`src/inc/srfp_pkg.sv`:
```
// Package for the status record field packer
`default_nettype none
package srfp_pkg;
  // ----------------------------------------------------------------
  // Register offsets (32-bit word addresses)
  // ----------------------------------------------------------------
  localparam logic [3:0] OFS_CTRL    = 4'h0;
  localparam logic [3:0] OFS_STATUS  = 4'h1;
  localparam logic [3:0] OFS_MASK    = 4'h2;
  localparam logic [3:0] OFS_SWITCH  = 4'h3;
  localparam logic [3:0] OFS_AMP     = 4'h4;
  localparam logic [3:0] OFS_VEL     = 4'h5;
  localparam logic [3:0] OFS_TORQUE  = 4'h6;
  localparam logic [3:0] OFS_LAYOUT  = 4'h7;
  localparam logic [3:0] OFS_HEADER  = 4'h8;
  localparam logic [3:0] OFS_TVIN    = 4'h9;
  localparam logic [3:0] OFS_TQIN    = 4'hA;
  localparam logic [31:0] UNMAPPED_VAL = 32'h0000_0000;
  // ----------------------------------------------------------------
  // Field positions
  // ----------------------------------------------------------------
  localparam int SW_LATCH_OCC = 7;
  localparam int SW_LATCH_IN  = 6;
  localparam int SW_FWD       = 3;
  localparam int SW_REV       = 2;
  localparam int SW_HOME      = 1;
  localparam int SW_STEP      = 0;
  localparam int AMP_ELO      = 24;
  localparam int AMP_PEAK     = 16;
  localparam int AMP_HALL     = 8;
  localparam int AMP_UV       = 3;
  localparam int AMP_OT       = 2;
  localparam int AMP_OV       = 1;
  localparam int AMP_OC       = 0;
  localparam int VEL_SHIFT    = 6;
  localparam int NUM_EVT      = 2;
  localparam int EVT_LATCH    = 0;
  localparam int EVT_FAULT    = 1;
  localparam int CTRL_CLR_LATCH = 0;
  // ----------------------------------------------------------------
  // Record constants
  // ----------------------------------------------------------------
  localparam logic signed [31:0] TQ_MAX = 32'sh0000_7FFF;
  localparam logic signed [31:0] TQ_MIN = -32'sh0000_7FFF;
  localparam logic [7:0] LAY_AXES   = 8'h01;
  localparam logic [7:0] LAY_GEN    = 8'h12;
  localparam logic [7:0] LAY_PLANE  = 8'h10;
  localparam logic [7:0] LAY_AXIS   = 8'h24;
  localparam logic [7:0] HDR_LEN_LO = 8'h4A;
  localparam logic [7:0] HDR_LEN_HI = 8'h00;
  localparam logic [7:0] HDR_BYTE0  = 8'h01;
  localparam logic [7:0] HDR_BYTE1  = 8'h81;
  // ----------------------------------------------------------------
  // Carrier types
  // ----------------------------------------------------------------
  typedef struct packed {
    logic latchIn;
    logic fwdLimit;
    logic revLimit;
    logic homeIn;
    logic stepperMode;
  } srfp_sw_in_t;
  typedef struct packed {
    logic eloActive;
    logic peakCurrent;
    logic hallError;
    logic underVolt;
    logic overTemp;
    logic overVolt;
    logic overCurrent;
  } srfp_amp_in_t;
endpackage
`default_nettype wire

```
`src/design/srfp_torque_clamp.sv`:
```
// Signed torque saturation to the record range
`default_nettype none
module srfp_torque_clamp (
  input  wire logic signed [31:0] rawTorque,
  output var  logic signed [31:0] clampedTorque
);
  // ----------------------------------------------------------------
  // Clamp
  // ----------------------------------------------------------------
  // clamp to range
  always_comb begin
    if (rawTorque > srfp_pkg::TQ_MAX) begin
      clampedTorque = srfp_pkg::TQ_MAX;
    end else if (rawTorque < srfp_pkg::TQ_MIN) begin
      clampedTorque = srfp_pkg::TQ_MIN;
    end else begin
      clampedTorque = rawTorque;
    end
  end
endmodule
`default_nettype wire

```
`src/design/srfp_word_pack.sv`:
```
// Switch byte and amplifier word assembly
`default_nettype none
module srfp_word_pack (
  input  wire logic                 latchOccurred,
  input  wire srfp_pkg::srfp_sw_in_t  swIn,
  input  wire srfp_pkg::srfp_amp_in_t ampIn,
  output var  logic [7:0]           switchByte,
  output var  logic [31:0]          ampWord
);
  // ----------------------------------------------------------------
  // Packing
  // ----------------------------------------------------------------
  // switch byte layout
  always_comb begin
    switchByte = 8'h00;
    switchByte[srfp_pkg::SW_LATCH_OCC] = latchOccurred;
    switchByte[srfp_pkg::SW_LATCH_IN]  = swIn.latchIn;
    switchByte[srfp_pkg::SW_FWD]       = swIn.fwdLimit;
    switchByte[srfp_pkg::SW_REV]       = swIn.revLimit;
    switchByte[srfp_pkg::SW_HOME]      = swIn.homeIn;
    switchByte[srfp_pkg::SW_STEP]      = swIn.stepperMode;
  end
  always_comb begin
    ampWord = 32'h0000_0000;
    ampWord[srfp_pkg::AMP_ELO]  = ampIn.eloActive;
    ampWord[srfp_pkg::AMP_PEAK] = ampIn.peakCurrent;
    ampWord[srfp_pkg::AMP_HALL] = ampIn.hallError;
    ampWord[srfp_pkg::AMP_UV]   = ampIn.underVolt;
    ampWord[srfp_pkg::AMP_OT]   = ampIn.overTemp;
    ampWord[srfp_pkg::AMP_OV]   = ampIn.overVolt;
    ampWord[srfp_pkg::AMP_OC]   = ampIn.overCurrent;
  end
endmodule
`default_nettype wire

```
`src/design/srfp_top.sv`:
```
// Status record field packer with Avalon-MM register slave
// Overview of operation
// - Switch byte: latch, limits, home, stepper bits
// - Amplifier word: lockout, peak, hall, supply faults
// - Record velocity is sixty-four times interrogated
// - Torque clamped to plus/minus 32767
// - Layout query returns four descriptor bytes
// - Descriptor byte 0 holds axis count 1
// - Descriptor byte 1 holds general length 18
// - Descriptor byte 2 holds plane length 16
// - Descriptor byte 3 holds axis length 36
// - Header bytes 2,3 carry length, low first
// - Header fields sent little-endian
//
// Chosen here: the register offsets and the Avalon-MM interface to the registers.
`default_nettype none
module srfp_top (
  input  wire logic                   clk,
  input  wire logic                   nrst,
  input  wire logic [3:0]             address,
  input  wire logic                   read,
  input  wire logic                   write,
  input  wire logic [31:0]            writedata,
  input  wire logic [3:0]             byteenable,
  output logic [31:0]                 readdata,
  output logic                        waitrequest,
  input  wire srfp_pkg::srfp_sw_in_t  swIn,
  input  wire logic                   latchEvent,
  input  wire srfp_pkg::srfp_amp_in_t ampIn,
  input  wire logic signed [31:0]     velIn,
  input  wire logic signed [31:0]     torqueIn,
  output logic                        irq
);
  // ----------------------------------------------------------------
  // State
  // ----------------------------------------------------------------
  logic                            latchOcc_reg;
  logic [srfp_pkg::NUM_EVT-1:0]    status_reg;
  logic [srfp_pkg::NUM_EVT-1:0]    mask_reg;
  logic [srfp_pkg::NUM_EVT-1:0]    evt;
  logic [7:0]                      switchByte;
  logic [31:0]                     ampWord;
  logic [31:0]                     ampPrev_reg;
  logic signed [31:0]              torqueClamp;
  logic signed [31:0]              recVel;
  logic [31:0]                     rdMux;
  logic                            done_reg;
  logic                            access;
  logic                            wrHit;
  logic                            rdDone;

  assign access = (read | write) & ~done_reg;
  assign wrHit  = write & ~done_reg & byteenable[0];

  // ----------------------------------------------------------------
  // Field packers
  // ----------------------------------------------------------------
  srfp_word_pack uPack (
    .latchOccurred (latchOcc_reg),
    .swIn          (swIn),
    .ampIn         (ampIn),
    .switchByte    (switchByte),
    .ampWord       (ampWord)
  );

  srfp_torque_clamp uClamp (
    .rawTorque     (torqueIn),
    .clampedTorque (torqueClamp)
  );

  assign recVel = velIn <<< srfp_pkg::VEL_SHIFT;

  // ----------------------------------------------------------------
  // Latch occurred flag
  // ----------------------------------------------------------------
  always_ff @(posedge clk or negedge nrst) begin
    if (!nrst) begin
      latchOcc_reg <= 1'b0;
    end else if (latchEvent) begin
      latchOcc_reg <= 1'b1;
    end else if (wrHit && address == srfp_pkg::OFS_CTRL &&
                 writedata[srfp_pkg::CTRL_CLR_LATCH]) begin
      latchOcc_reg <= 1'b0;
    end
  end

  // ----------------------------------------------------------------
  // Interrupt events
  // ----------------------------------------------------------------
  always_ff @(posedge clk or negedge nrst) begin
    if (!nrst) begin
      ampPrev_reg <= 32'h0000_0000;
    end else begin
      ampPrev_reg <= ampWord;
    end
  end

  assign evt[srfp_pkg::EVT_LATCH] = latchEvent;
  assign evt[srfp_pkg::EVT_FAULT] = |(ampWord & ~ampPrev_reg);

  generate
    for (genvar i = 0; i < srfp_pkg::NUM_EVT; i++) begin : gEvt
      always_ff @(posedge clk or negedge nrst) begin
        if (!nrst) begin
          status_reg[i] <= 1'b0;
        end else if (evt[i]) begin
          status_reg[i] <= 1'b1;
        end else if (wrHit && address == srfp_pkg::OFS_STATUS &&
                     writedata[i]) begin
          status_reg[i] <= 1'b0;
        end
      end
    end
  endgenerate

  always_ff @(posedge clk or negedge nrst) begin
    if (!nrst) begin
      mask_reg <= '0;
    end else if (wrHit && address == srfp_pkg::OFS_MASK) begin
      mask_reg <= writedata[srfp_pkg::NUM_EVT-1:0];
    end
  end

  always_ff @(posedge clk or negedge nrst) begin
    if (!nrst) begin
      irq <= 1'b0;
    end else begin
      irq <= |(status_reg & mask_reg);
    end
  end

  // ----------------------------------------------------------------
  // Read mux
  // ----------------------------------------------------------------
  always_comb begin
    rdMux = srfp_pkg::UNMAPPED_VAL;
    case (address)
      srfp_pkg::OFS_CTRL:   rdMux = {31'h0, latchOcc_reg};
      srfp_pkg::OFS_STATUS: rdMux = {30'h0, status_reg};
      srfp_pkg::OFS_MASK:   rdMux = {30'h0, mask_reg};
      srfp_pkg::OFS_SWITCH: rdMux = {24'h0, switchByte};
      srfp_pkg::OFS_AMP:    rdMux = ampWord;
      srfp_pkg::OFS_VEL:    rdMux = recVel;
      srfp_pkg::OFS_TORQUE: rdMux = torqueClamp;
      srfp_pkg::OFS_LAYOUT: rdMux = {srfp_pkg::LAY_AXIS,
                                     srfp_pkg::LAY_PLANE,
                                     srfp_pkg::LAY_GEN,
                                     srfp_pkg::LAY_AXES};
      srfp_pkg::OFS_HEADER: rdMux = {srfp_pkg::HDR_LEN_HI,
                                     srfp_pkg::HDR_LEN_LO,
                                     srfp_pkg::HDR_BYTE1,
                                     srfp_pkg::HDR_BYTE0};
      srfp_pkg::OFS_TVIN:   rdMux = velIn;
      srfp_pkg::OFS_TQIN:   rdMux = torqueIn;
      default:              rdMux = srfp_pkg::UNMAPPED_VAL;
    endcase
  end

  // ----------------------------------------------------------------
  // Bus handshake
  // ----------------------------------------------------------------
  assign rdDone = read & ~done_reg;

  always_ff @(posedge clk or negedge nrst) begin
    if (!nrst) begin
      done_reg <= 1'b0;
    end else begin
      done_reg <= access;
    end
  end

  always_ff @(posedge clk or negedge nrst) begin
    if (!nrst) begin
      waitrequest <= 1'b1;
    end else begin
      waitrequest <= ~access;
    end
  end

  always_ff @(posedge clk or negedge nrst) begin
    if (!nrst) begin
      readdata <= 32'h0000_0000;
    end else if (rdDone) begin
      readdata <= rdMux;
    end
  end
endmodule
`default_nettype wire

```
`config.mk`:
```
export PLATFORM = sky130hd
export DESIGN_NAME = srfp_top
export DESIGN_NICKNAME = d
export VERILOG_FILES = /design/src/inc/srfp_pkg.sv /design/src/design/srfp_torque_clamp.sv /design/src/design/srfp_word_pack.sv /design/src/design/srfp_top.sv
export SDC_FILE = /design/constraint.sdc
export NUM_CORES = 1
export LEC_CHECK = 0
export ABC_AREA = 1
export BUFFER_PORTS_ARGS = -buffer_cell sky130_fd_sc_hd__buf_2
export CORE_MARGIN = 5
export CORE_UTILIZATION = 50
export CTS_CLUSTER_SIZE = 8
export DETAILED_ROUTE_END_ITERATION = 12
export GPL_TIMING_DRIVEN = 1
export PLACE_DENSITY_LB_ADDON = 0.08
export SLEW_MARGIN = 5
export SYNTH_ARGS = -nofsm -noshare
export SYNTH_HDL_FRONTEND = slang
export SYNTH_SLANG_ARGS = --single-unit
export TNS_END_PERCENT = 30
```
`constraint.sdc`:
```
create_clock -name clk -period 2.8 [get_ports clk]
set_input_delay 0.56 -clock clk [delete_from_list [all_inputs] [get_ports clk]]
set_output_delay 0.56 -clock clk [all_outputs]
set_load 0.1 [all_outputs]
```
# Word-level counts from Yosys, hierarchy flattened
# Cells that the tools add are included.
# totals
mem_count,0
mem_bits_rw,0
romBits,0
output_inout_bits,34
ff_bits,47
latch_bits,0
word_cells,52
# classes
n_eq_ne,10
add_sub_neg,0
n_lt_le_gt_ge,2
shift,0
n_mul,0
muxes,9
reduce_logical,12
div,0
n_bitwise,10
# op_table
operator,n
case mux 32 bit (11 select lines),1
two-way mux 32 bit,2
bitwise AND 25 x 32 -> 32 bit,1
greater-than comparator 32 x 16 -> 1 bit (second input constant),1
< comparator 32 x 16 -> 1 bit (second input constant),1
NOT 25 -> 32 bit,1
OR reduction 32 bit,1
== test 4 x 3 -> 1 bit (second input constant),4
== test 4 bit (second input constant),3
== test 4 x 2 -> 1 bit (second input constant),2
logical AND 1 bit,6
two-way mux 1 bit,6
nonzero test 2 bit,3
bitwise AND 1 bit,4
== test 4 x 1 -> 1 bit (second input constant),1
zero test 4 bit,1
bitwise AND 2 bit,1
NOT 1 bit,2
OR reduction 2 bit,1
OR 1 bit,1

# Logic depth before layout (Yosys ltp)
# Gate-level depths: netlist (run 1).
# logic_depth
depth_word,7
ltp_mapped,14

# Hierarchy
# Synthesis (run 1) repeated with hierarchy kept, for this count alone.
# hier_totals
hier_cells,714
hier_area_um2,4754.6
# by_module_without_submodules
mod,area_per_inst_um2,n_inst,seq_area_each_um2,cells_each
srfp_top,3947.5,1,1803.0,561
srfp_torque_clamp,503.0,1,0.0,112
srfp_word_pack,304.0,1,0.0,41

# Worst setup path after synthesis (run 1)
# OpenSTA, ideal clock, no wires.
# synth_path
path_kind,input to register
from,input port torqueIn[24]
to,register readdata[15]
arrival_time_ns,2.157
slack_ns,0.524
cell_stages,14
path_cell_list,inv_1 -> nor4_1 -> nand3_1 -> nor2_1 -> nand2_1 -> ha_1 -> inv_1 -> buf_2 -> clkbuf_1 -> nand2_1 -> nand3_1 -> nand2_1 -> nand2_1 -> nand2_1
# synth_via
elab_chain_cells,4
# synth_rtl
item,line,source
from (decl),srfp_top.sv:31,"input wire logic signed [31:0] torqueIn,"
< comparator 32 x 16 -> 1 bit,srfp_torque_clamp.sv:14,end else if (rawTorque < srfp_pkg::TQ_MIN) begin
two-way mux 32 bit,srfp_torque_clamp.sv:14,
two-way mux 32 bit (*),srfp_torque_clamp.sv:12,if (rawTorque > srfp_pkg::TQ_MAX) begin
case mux 32 bit (11 select lines) (*),srfp_top.sv:137,case (address)
to (signal assigned),srfp_top.sv:184,readdata <= rdMux;
to (decl),srfp_top.sv:25,"output logic [31:0] readdata,"
# Every way passes the cells marked *; elsewhere a longest branch is shown, timed or not.
# A chain may end at the register's enable or synchronous reset.

# Final worst setup path (run 1)
# layout_path
from,input port torqueIn[20]
to,register readdata[16]
# The elaborated chain is that of the path after synthesis.

==> metrics, run 1 <==
status finished clean; Tmin final between 2000 and 2500 ps; Post-synth ARST share 1.00; DR vias 3,884; GR Util All Layers 0.252; DRT Pass-1 Iters 5; gr ovfl total 0; max-slew violations 0; Post-CTS Setup Inserts 0; fin crit share 0.748; 1st-iter DRT viols 248; DRC violations left 0; Max-cap violations 0; fraction of layout instances using a drive strength above 1 0.232; Worst EP arrival approximately 2300 ps; pin count of the biggest net entering global routing 48; Internal Power ~1.2 mW; Port Buffer Count about 120; worst-path fanout max 15; Worst Clk Skew about 3.2 ps; post-cts sizing count 0; Largest register FFs 32; RSZ-0062 raised after global routing false; Reg2Reg Setup Slack 1590 ps; Lkg Pwr 2.52 nW; H-tree level count 2; Fin. Hold Viols 0; die height 92.5 um; ys flop type dfrtp_1; worst skew pair latency 300 ps; most frequent CP cell nand2_1; Crit-path slowest cell ha_1; core area 6720 um^2; CP Launch Type primary input; syn_area_per_cell 6.16 um^2; Reg power frac 0.354; final setup TNS 0 ps; post-DP HPWL 8080 um; GPL Wtd Cong around 0.94; most frequent cells in the layout nand2_1 (250), buf_2 (121), inv_1 (65); vias in the first global route about 3,700; area post-placement 4020 um^2; die width 92.5 um; switching share of power 0.454; Comb power frac 0.410; Rel. slew slack 0.304; Via density 5.20; Routed wire per std cell 14.2 um; Cell Area, Synth 3400 um^2; synthesis warning total 0; Post-CTS Hold Fix Bufs 0; die area 8550 um^2; Clock Pin Slew Worst Setup and Hold Paths 90 ps; critical path's largest stage delay between 300 and 400 ps; VDD IR-drop max between 300 and 400 uV; synth unique cells 30; critical path data required time 3000 ps; most common cell after layout, fill and taps aside nand2_1; final setup fails 0; Routed Antenna Nets 0; crit path capture type flop; Area growth, synth to finish 21.6%; starting density of the core 0.506; Min-Delay Path Class in2reg; row count 30; initial antenna violation count 0; Total Wirelength 10,600 um; critical path type in2reg; flops & latches, synth 47; pwr dens roughly 540 nW/um^2; CTS Buf Count 5; IO Pins 155; Gate Count Post-Synth 552; Least-Margin Pin Slew 1040 ps; first-pass GRT wire length approximately 18,000 um; total clock sinks 47; CTS root buf clkbuf_8; Net Sw Power 1.01 mW; power share of the clock group 0.236; clock buffer depth 2; fin nets 788; Finished Cell Area 4130 um^2; post-synth net total 674; crit-path cells buf_2 > inv_1 > nor4_1 > nand3_1 > nor2_1 > nand2_1 > ha_1 > inv_1 > buf_4 > nand2_1 > nand3_1 > nand2_1 > nand2_1 > nand2_1; CTS tree built; post-synthesis sequential area ratio 0.346; Max Clk Rate 477 MHz; # diodes 0; number of enable flip-flop cells after synthesis 0
[kinds of logic (layout without fill, tap and decap cells)]
group,Yosys count,count (layout),synth area share
compound gates,60,60,0.102
flops,47,47,0.346
buf+inv,89,204,0.119
simple gates,355,355,0.430
fa+ha+maj,1,1,0.00368
[area by class of cell]
class,count,area [um^2]
tap,80,100
multi-input combinational,416,1820
fill,709,2580
clock inverter,2,35.0
clock buffer,6,82.6
timing repair buffer,129,666
inverter,67,251
sequential,47,1180
[cells in the mapped netlist (all sizes together) (4+ instances only)]
cell / instances / share of area
a21oi: 8 / 0.012
buf: 16 / 0.035
clkbuf: 6 / 0.0096
dfrtp: 46 / 0.34
inv: 67 / 0.074
nand2: 253 / 0.28
nand3: 34 / 0.050
nor2: 53 / 0.069
nor3: 4 / 0.0059
nor4: 7 / 0.013
o21ai: 38 / 0.057
o22ai: 12 / 0.028
[through the flow]
step / hold slack (ps) / utilization / total power [mW] / setup slack (ps) / cells
after floorplan: 264 / - / 1.49 / 524 / 552
after global placement: 456 / 0.598 / 1.71 / 424 / 739
after detailed placement: 459 / 0.598 / 1.72 / 417 / 739
after CTS: 365 / 0.615 / 2.24 / 736 / 747
after global routing: 355 / 0.615 / 2.34 / 477 / 747
final: 370 / 0.615 / 2.23 / 704 / 747
[routing by layer]
| metal | GRT usage | vias to the layer above | wire (um) |
|---|---|---|---|
| met5 | 0 | - | 0 |
| met4 | 0.0854 | 0 | 253 |
| met3 | 0.0479 | 23 | 865 |
| met2 | 0.396 | 186 | 4740 |
| met1 | 0.347 | 1736 | 4760 |
| li1 | - | 1939 | - |
[power groups by stage]
| stage | Clock, mW | Combinational [mW] | Sequential, mW |
|---|---|---|---|
| floorplan | 0 | 0.220 | 1.27 |
| global placement | 0 | 0.908 | 0.800 |
| detailed placement | 0 | 0.914 | 0.803 |
| CTS | 0.537 | 0.916 | 0.790 |
| global route | 0.569 | 0.971 | 0.799 |
| finish | 0.528 | 0.916 | 0.790 |
[worst max-delay path: cells and delay by family]
kind                     cells  cell delay, ps
adder cells (fa/ha/maj)      1             320
buffers and inverters        4             450
AND/OR/NAND/NOR              9             940
[path summary, 6_finish.rpt]
check	endpoint	from	cells after the start
worst max-delay path	readdata[16]	torqueIn[20]	14
worst min-delay path	ampPrev_reg[3]	ampIn[3]	1
worst max register to register	readdata[28]	done_reg	5
worst min register to register	readdata[2]	readdata[2]	2
max in group asynchronous	readdata[15]	nrst	1
min in group asynchronous	ampPrev_reg[3]	nrst	1
Note: power is estimated with default switching activity, not from simulation.
==> inputs of run 2 (changes only) <==
Settings changed: CORE_UTILIZATION 50 to 43.
Clock period 2.8 ns to 1.9 ns, I/O delays scaled along.
==> metrics, run 2 (synthesis results as in run 1) <==
pin count of the biggest net entering global routing 33 (-31%); Metal-1 WL 5230 um (+9.8%); vias in the first global route 3,840 (+3.3%); hold slack 8.47 ps (-362 ps); switching share of power 0.478 (+0.0235); CP Launch Type primary input; die area 9790 um^2 (+14%); power share of the clock group 0.195 (-0.041); H-tree level count 2 (unchanged); starting density of the core 0.440 (-0.0661); critical path data required time 2100 ps (-900 ps); Comb power frac 0.443 (+0.033); CTS root buf clkbuf_8; Total Wirelength 11,400 um (+6.9%); 1st-iter DRT viols 219 (-12%); Via density 4.97 (-4.3%); DRT Pass-1 Iters 5 (unchanged); crit-path cells buf_2 > inv_2 > nor4_4 > nand3_1 > nor2_1 > nand2_1 > ha_4 > inv_4 > buf_4 > nand2_1 > nand2_1 > nand2_1 > nand2_1 > nand2_1 > nand2_1; first-pass GRT wire length 18,400 um (+5.0%); clock buffer depth 2 (unchanged); initial antenna violation count 0 (unchanged); Fillers 793 (+12%); row count 32 (+6.7%); placed insts 798 (+8.0%); post-DP HPWL 8720 um (+7.9%); DR vias 4,014 (+3.3%); Max Clk Rate 564 MHz; Core Util, Final 0.582 (-0.0332); Min-Delay Path Class in2async; met3 WL 837 um (-3.2%); pwr dens 717 nW/um^2 (+33%); IO Pins 155 (unchanged); Worst Clk Skew 6.24 ps (+3.03 ps); Port Buffer Count 121 (unchanged); GPL Wtd Cong 0.916 (-2.2%); most frequent CP cell nand2_1; Reg power frac 0.362 (+0.008); Crit-path slowest cell ha_4; most frequent cells in the layout nand2_1 (248), buf_2 (121), inv_1 (61); Met2 Wirelength 5120 um (+8.0%); Post-CTS Setup Inserts 0 (unchanged); Rel. slew slack 0.674 (+0.370); Largest register FFs 32 (unchanged); Worst EP arrival 1980 ps (-310 ps); Max-cap violations 0 (unchanged); Lkg Pwr 2.69 nW (+7.0%); Net Sw Power 1.54 mW (+52%); Routed Antenna Nets 0 (unchanged); Area growth, synth to finish 32.3%; Least-Margin Pin Slew 488 ps (-557 ps); status finished clean; final setup fails 0 (unchanged); worst-path fanout max 7 (-8); critical path's largest stage delay 290 ps (-30 ps); critical path type in2reg; Internal Power 1.68 mW (+38%); most common cell after layout, fill and taps aside nand2_1; fraction of layout instances using a drive strength above 1 0.288 (+0.0556); crit path capture type flop; core area 7730 um^2 (+15%); die height 98.9 um (+7.0%); GR Util All Layers 0.229 (-0.0225); DRC violations left 0 (unchanged); Fin. Hold Viols 0 (unchanged); max-slew violations 0 (unchanged); die width 98.9 um (+7.0%); highest metal used met4; fin crit share 0.933; Routed wire per std cell 14.1 um (-1.0%); overall power 3.23 mW (+44%); CTS Buf Count 5 (unchanged); total clock sinks 47 (unchanged); Tmin final 1770 ps; VDD IR-drop max 332 uV (-3.5%); worst skew pair latency 310 ps (about the same); Clock Pin Slew Worst Setup and Hold Paths 90 ps (about the same); final non-filler cell total 807 (+8.0%); # diodes 0 (unchanged); gr ovfl total 0 (unchanged); CTS tree built; fin nets 826 (+4.8%)
## run 2: changes by cell type in the layout (fill, tap and decap cells not counted), sizes merged
cell	delta
buf	+38
bufinv	-1
clkbuf	-1
clkinvlp	+2
## run 2: per-stage QoR
stage	TNS, ps	area (um^2)	setup WS [ps]
4_1_cts	0	4440	41.5
3_3_place_gp	-6390	4350	-236
6_report	0	4500	128
2_1_floorplan	0	3420	3.51
3_5_place_dp	-7300	4350	-274
5_1_grt	-63.0	4500	-19.4
## run 2: what timing repair did
item                                    in CTS  in global routing
gates resized for setup                      0                 16
hold buffers                                 0                  0
endpoints found under the hold margin        0                  0
endpoints found under the setup margin       0                 29
## run 2: final timing paths
path,from,depth (start not counted),slack (ps),endpoint
max,torqueIn[18],15,130,readdata[7]
min,nrst,1,8,readdata[0]
max reg2reg,done_reg,4,780,readdata[1]
min reg2reg,readdata[29],2,480,readdata[29]
max in group asynchronous,nrst,2,1400,readdata[20]
min in group clk,ampIn[5],1,190,ampPrev_reg[16]
## run 2: layer usage
layer,up-vias,GRT usage
li1,2018,-
met2,169,0.360
met1,1811,0.322
met5,-,0
met4,0,0.0609
met3,16,0.0481
## run 2: worst max-delay path: cells and delay by family
kind          cells  cell delay [ps]
buf+inv           4              350
simple gates     10              950
fa+ha+maj         1              290
## run 2: cell type report
cell class | count | area (um^2) | share of cell area
clock buffer | 5 | 68.8 | 0.0153
clock inverter | 3 | 20.0 | 0.00445
inverter | 67 | 254 | 0.0565
multi-input combinational | 416 | 1870 | 0.415
sequential | 47 | 1180 | 0.262
tap | 102 | 128 | 0.0284
timing repair buffer | 167 | 983 | 0.219
## run 2: power groups by stage
stage / sequential [mW] / combinational (mW) / clock (mW)
final: 1.17 / 1.43 / 0.628
after global routing: 1.18 / 1.52 / 0.679
after CTS: 1.17 / 1.41 / 0.650
after detailed placement: 1.19 / 1.41 / 0
after global placement: 1.18 / 1.40 / 0
after floorplan: 1.88 / 0.328 / 0
==> inputs of run 3 (changes only) <==
Settings changed: CORE_MARGIN 5 to 3, HOLD_SLACK_MARGIN set to 0.02.
==> metrics, run 3 (synthesis results as in run 1) <==
GR Util All Layers 0.248 (+0.0182); status finished clean; crit path launch torqueIn[24]; final setup TNS 0 ps (unchanged); GPL Wtd Cong 0.883 (-3.6%); Fin. Hold Viols 0 (unchanged); final setup fails 0 (unchanged); Via density 4.95 (-0.50%); IO Pins 155 (unchanged); die area 9010 um^2 (-7.9%); Port Buffer Count 121 (unchanged); Rel. slew slack 0.655 (-0.0192); die width 94.9 um (-4.0%); fraction of layout instances using a drive strength above 1 0.288 (about the same); CP bufs+invs 4 (unchanged); most frequent cells in the layout nand2_1 (249), buf_2 (120), inv_1 (60); Critical R2R Launch done_reg; gr ovfl total 0 (unchanged); clock buffer depth 2 (unchanged); critical path type in2reg; worst r2r path cells 4 (unchanged); fin crit share 0.973 (+0.0404); pin count of the biggest net entering global routing 33 (unchanged); core area 7450 um^2 (-3.6%); Worst EP arrival 2050 ps (+70 ps); critical path depth 15 (unchanged); DRT Pass-1 Iters 5 (unchanged); # diodes 0 (unchanged); Min-Delay Path Class in2reg; Core Util, Final 0.609 (+0.0264); post-DP HPWL 8510 um (-2.4%); starting density of the core 0.457 (+0.0166); Total Wirelength 11,200 um (-1.5%); vias in the first global route 3,847 (+0.18%); Max-cap violations 0 (unchanged); Fillers 803 (+1.3%); crit-path cells buf_2 > inv_2 > nor4_1 > nand3_1 > nor2_1 > nand2_1 > ha_4 > buf_4 > buf_4 > nor2_2 > nand2_1 > nand2_1 > nand2_1 > nand2_1 > nand2_1; row count 31 (-3.1%); die height 94.9 um (-4.0%); Clock Pin Slew Worst Setup and Hold Paths 90 ps (about the same); DRC violations left 0 (unchanged); CTS Buf Count 5 (unchanged); hold slack 198 ps (+190 ps); Met2 Wirelength 4980 um (-2.6%); CTS root buf clkbuf_8; Lkg Pwr 2.72 nW (+1.1%); Max Clk Rate 541 MHz (-4.2%); overall power 3.36 mW (+4.3%); first-pass GRT wire length 17,600 um (-4.7%); worst skew pair latency 310 ps (about the same); Largest register FFs 32 (unchanged); Tmin final 1850 ps (+76.8 ps); total clock sinks 47 (unchanged); Reg-to-Reg End readdata[6]; 1st-iter DRT viols 232 (+5.9%); Critical Path End readdata[0]; Metal-1 WL 5090 um (-2.6%); DR vias 3,994 (-0.50%); initial antenna violation count 0 (unchanged); Routed wire per std cell 13.9 um (-1.5%); H-tree level count 2 (unchanged); critical path data required time 2100 ps (about the same); Crit-path slowest cell nor4_1; Area growth, synth to finish 33.3%; crit path capture type flop; CTS tree built; critical path's largest stage delay 270 ps (-20 ps); most frequent CP cell nand2_1; max-slew violations 0 (unchanged); CP Launch Type primary input; met3 WL 956 um (+14%); Reg2Reg Setup Slack 750 ps (-30 ps); fin nets 829 (+0.36%); highest metal used met4; most common cell after layout, fill and taps aside nand2_1; Least-Margin Pin Slew 517 ps (+28.8 ps); pwr dens 742 nW/um^2 (+3.5%); Routed Antenna Nets 0 (unchanged); VDD IR-drop max 381 uV (+15%); Worst Clk Skew 6.26 ps (+0.0243 ps); worst-path fanout max 3 (-4); Top Family by Delay on Critical Path simple AND/OR/NAND/NOR gates
[run 3: cell types whose count changed in the layout (fill, tap and decap cells not counted), sizes merged]
cell	before	now
buf	167	169
bufinv	0	1
clkinv	1	2
clkinvlp	2	0
dlygate4sd3	0	1
[run 3: layout make-up]
class                   instances  area [um^2]  area share
multi-input cells             416         1850       0.409
repair buffers                170         1010       0.223
inverters                      67          254      0.0560
clock inverters                 3         43.8     0.00966
clock buffers                   5         68.8      0.0152
well taps                      99          124      0.0273
flip-flops and latches         47         1180       0.260
[run 3: routing by layer]
layer	vias to the layer above	GRT usage
met5	-	0
met4	0	0.0625
met3	14	0.0566
met2	179	0.399
met1	1779	0.336
li1	2022	-
[run 3: per-stage QoR]
step | instance area, um^2 | instances | setup slack, ps
5_1_grt | 4530 | 807 | -50.9
2_1_floorplan | 3420 | 552 | 3.51
3_3_place_gp | 4330 | 795 | -289
3_5_place_dp | 4330 | 795 | -306
4_1_cts | 4450 | 804 | 3.12
6_report | 4530 | 807 | 51.5
[run 3: what timing repair did]
item	CTS	global route
endpoints found under the setup margin	0	31
hold buffers	1	0
setup buffers	0	2
endpoints found under the hold margin	1	0
resized for setup	0	16
[run 3: worst reg2reg max path, delay by kind of cell, from the launching register on]
family                 cells  cell delay (ps)
buffers and inverters      1              330
flip-flops                 1              400
AND/OR/NAND/NOR            3              360
[run 3: worst min-delay path by stage]
stage,to,startpoint,cells past startpoint,slack [ps]
2_1_floorplan,ampPrev_reg[0],nrst,0,80
3_3_place_gp,readdata[4],nrst,1,350
3_5_place_dp,readdata[4],nrst,1,350
4_1_cts,ampPrev_reg[3],ampIn[3],1,190
5_1_grt,ampPrev_reg[3],ampIn[3],1,190
6_report,ampPrev_reg[3],ampIn[3],1,200
[run 3: power by group]
group	switching (mW)	leakage, nW	total, mW	internal (mW)
logic	1.11	2.07	1.43	0.321
registers	0.0556	0.598	1.17	1.11
clock network	0.376	0.0581	0.769	0.393
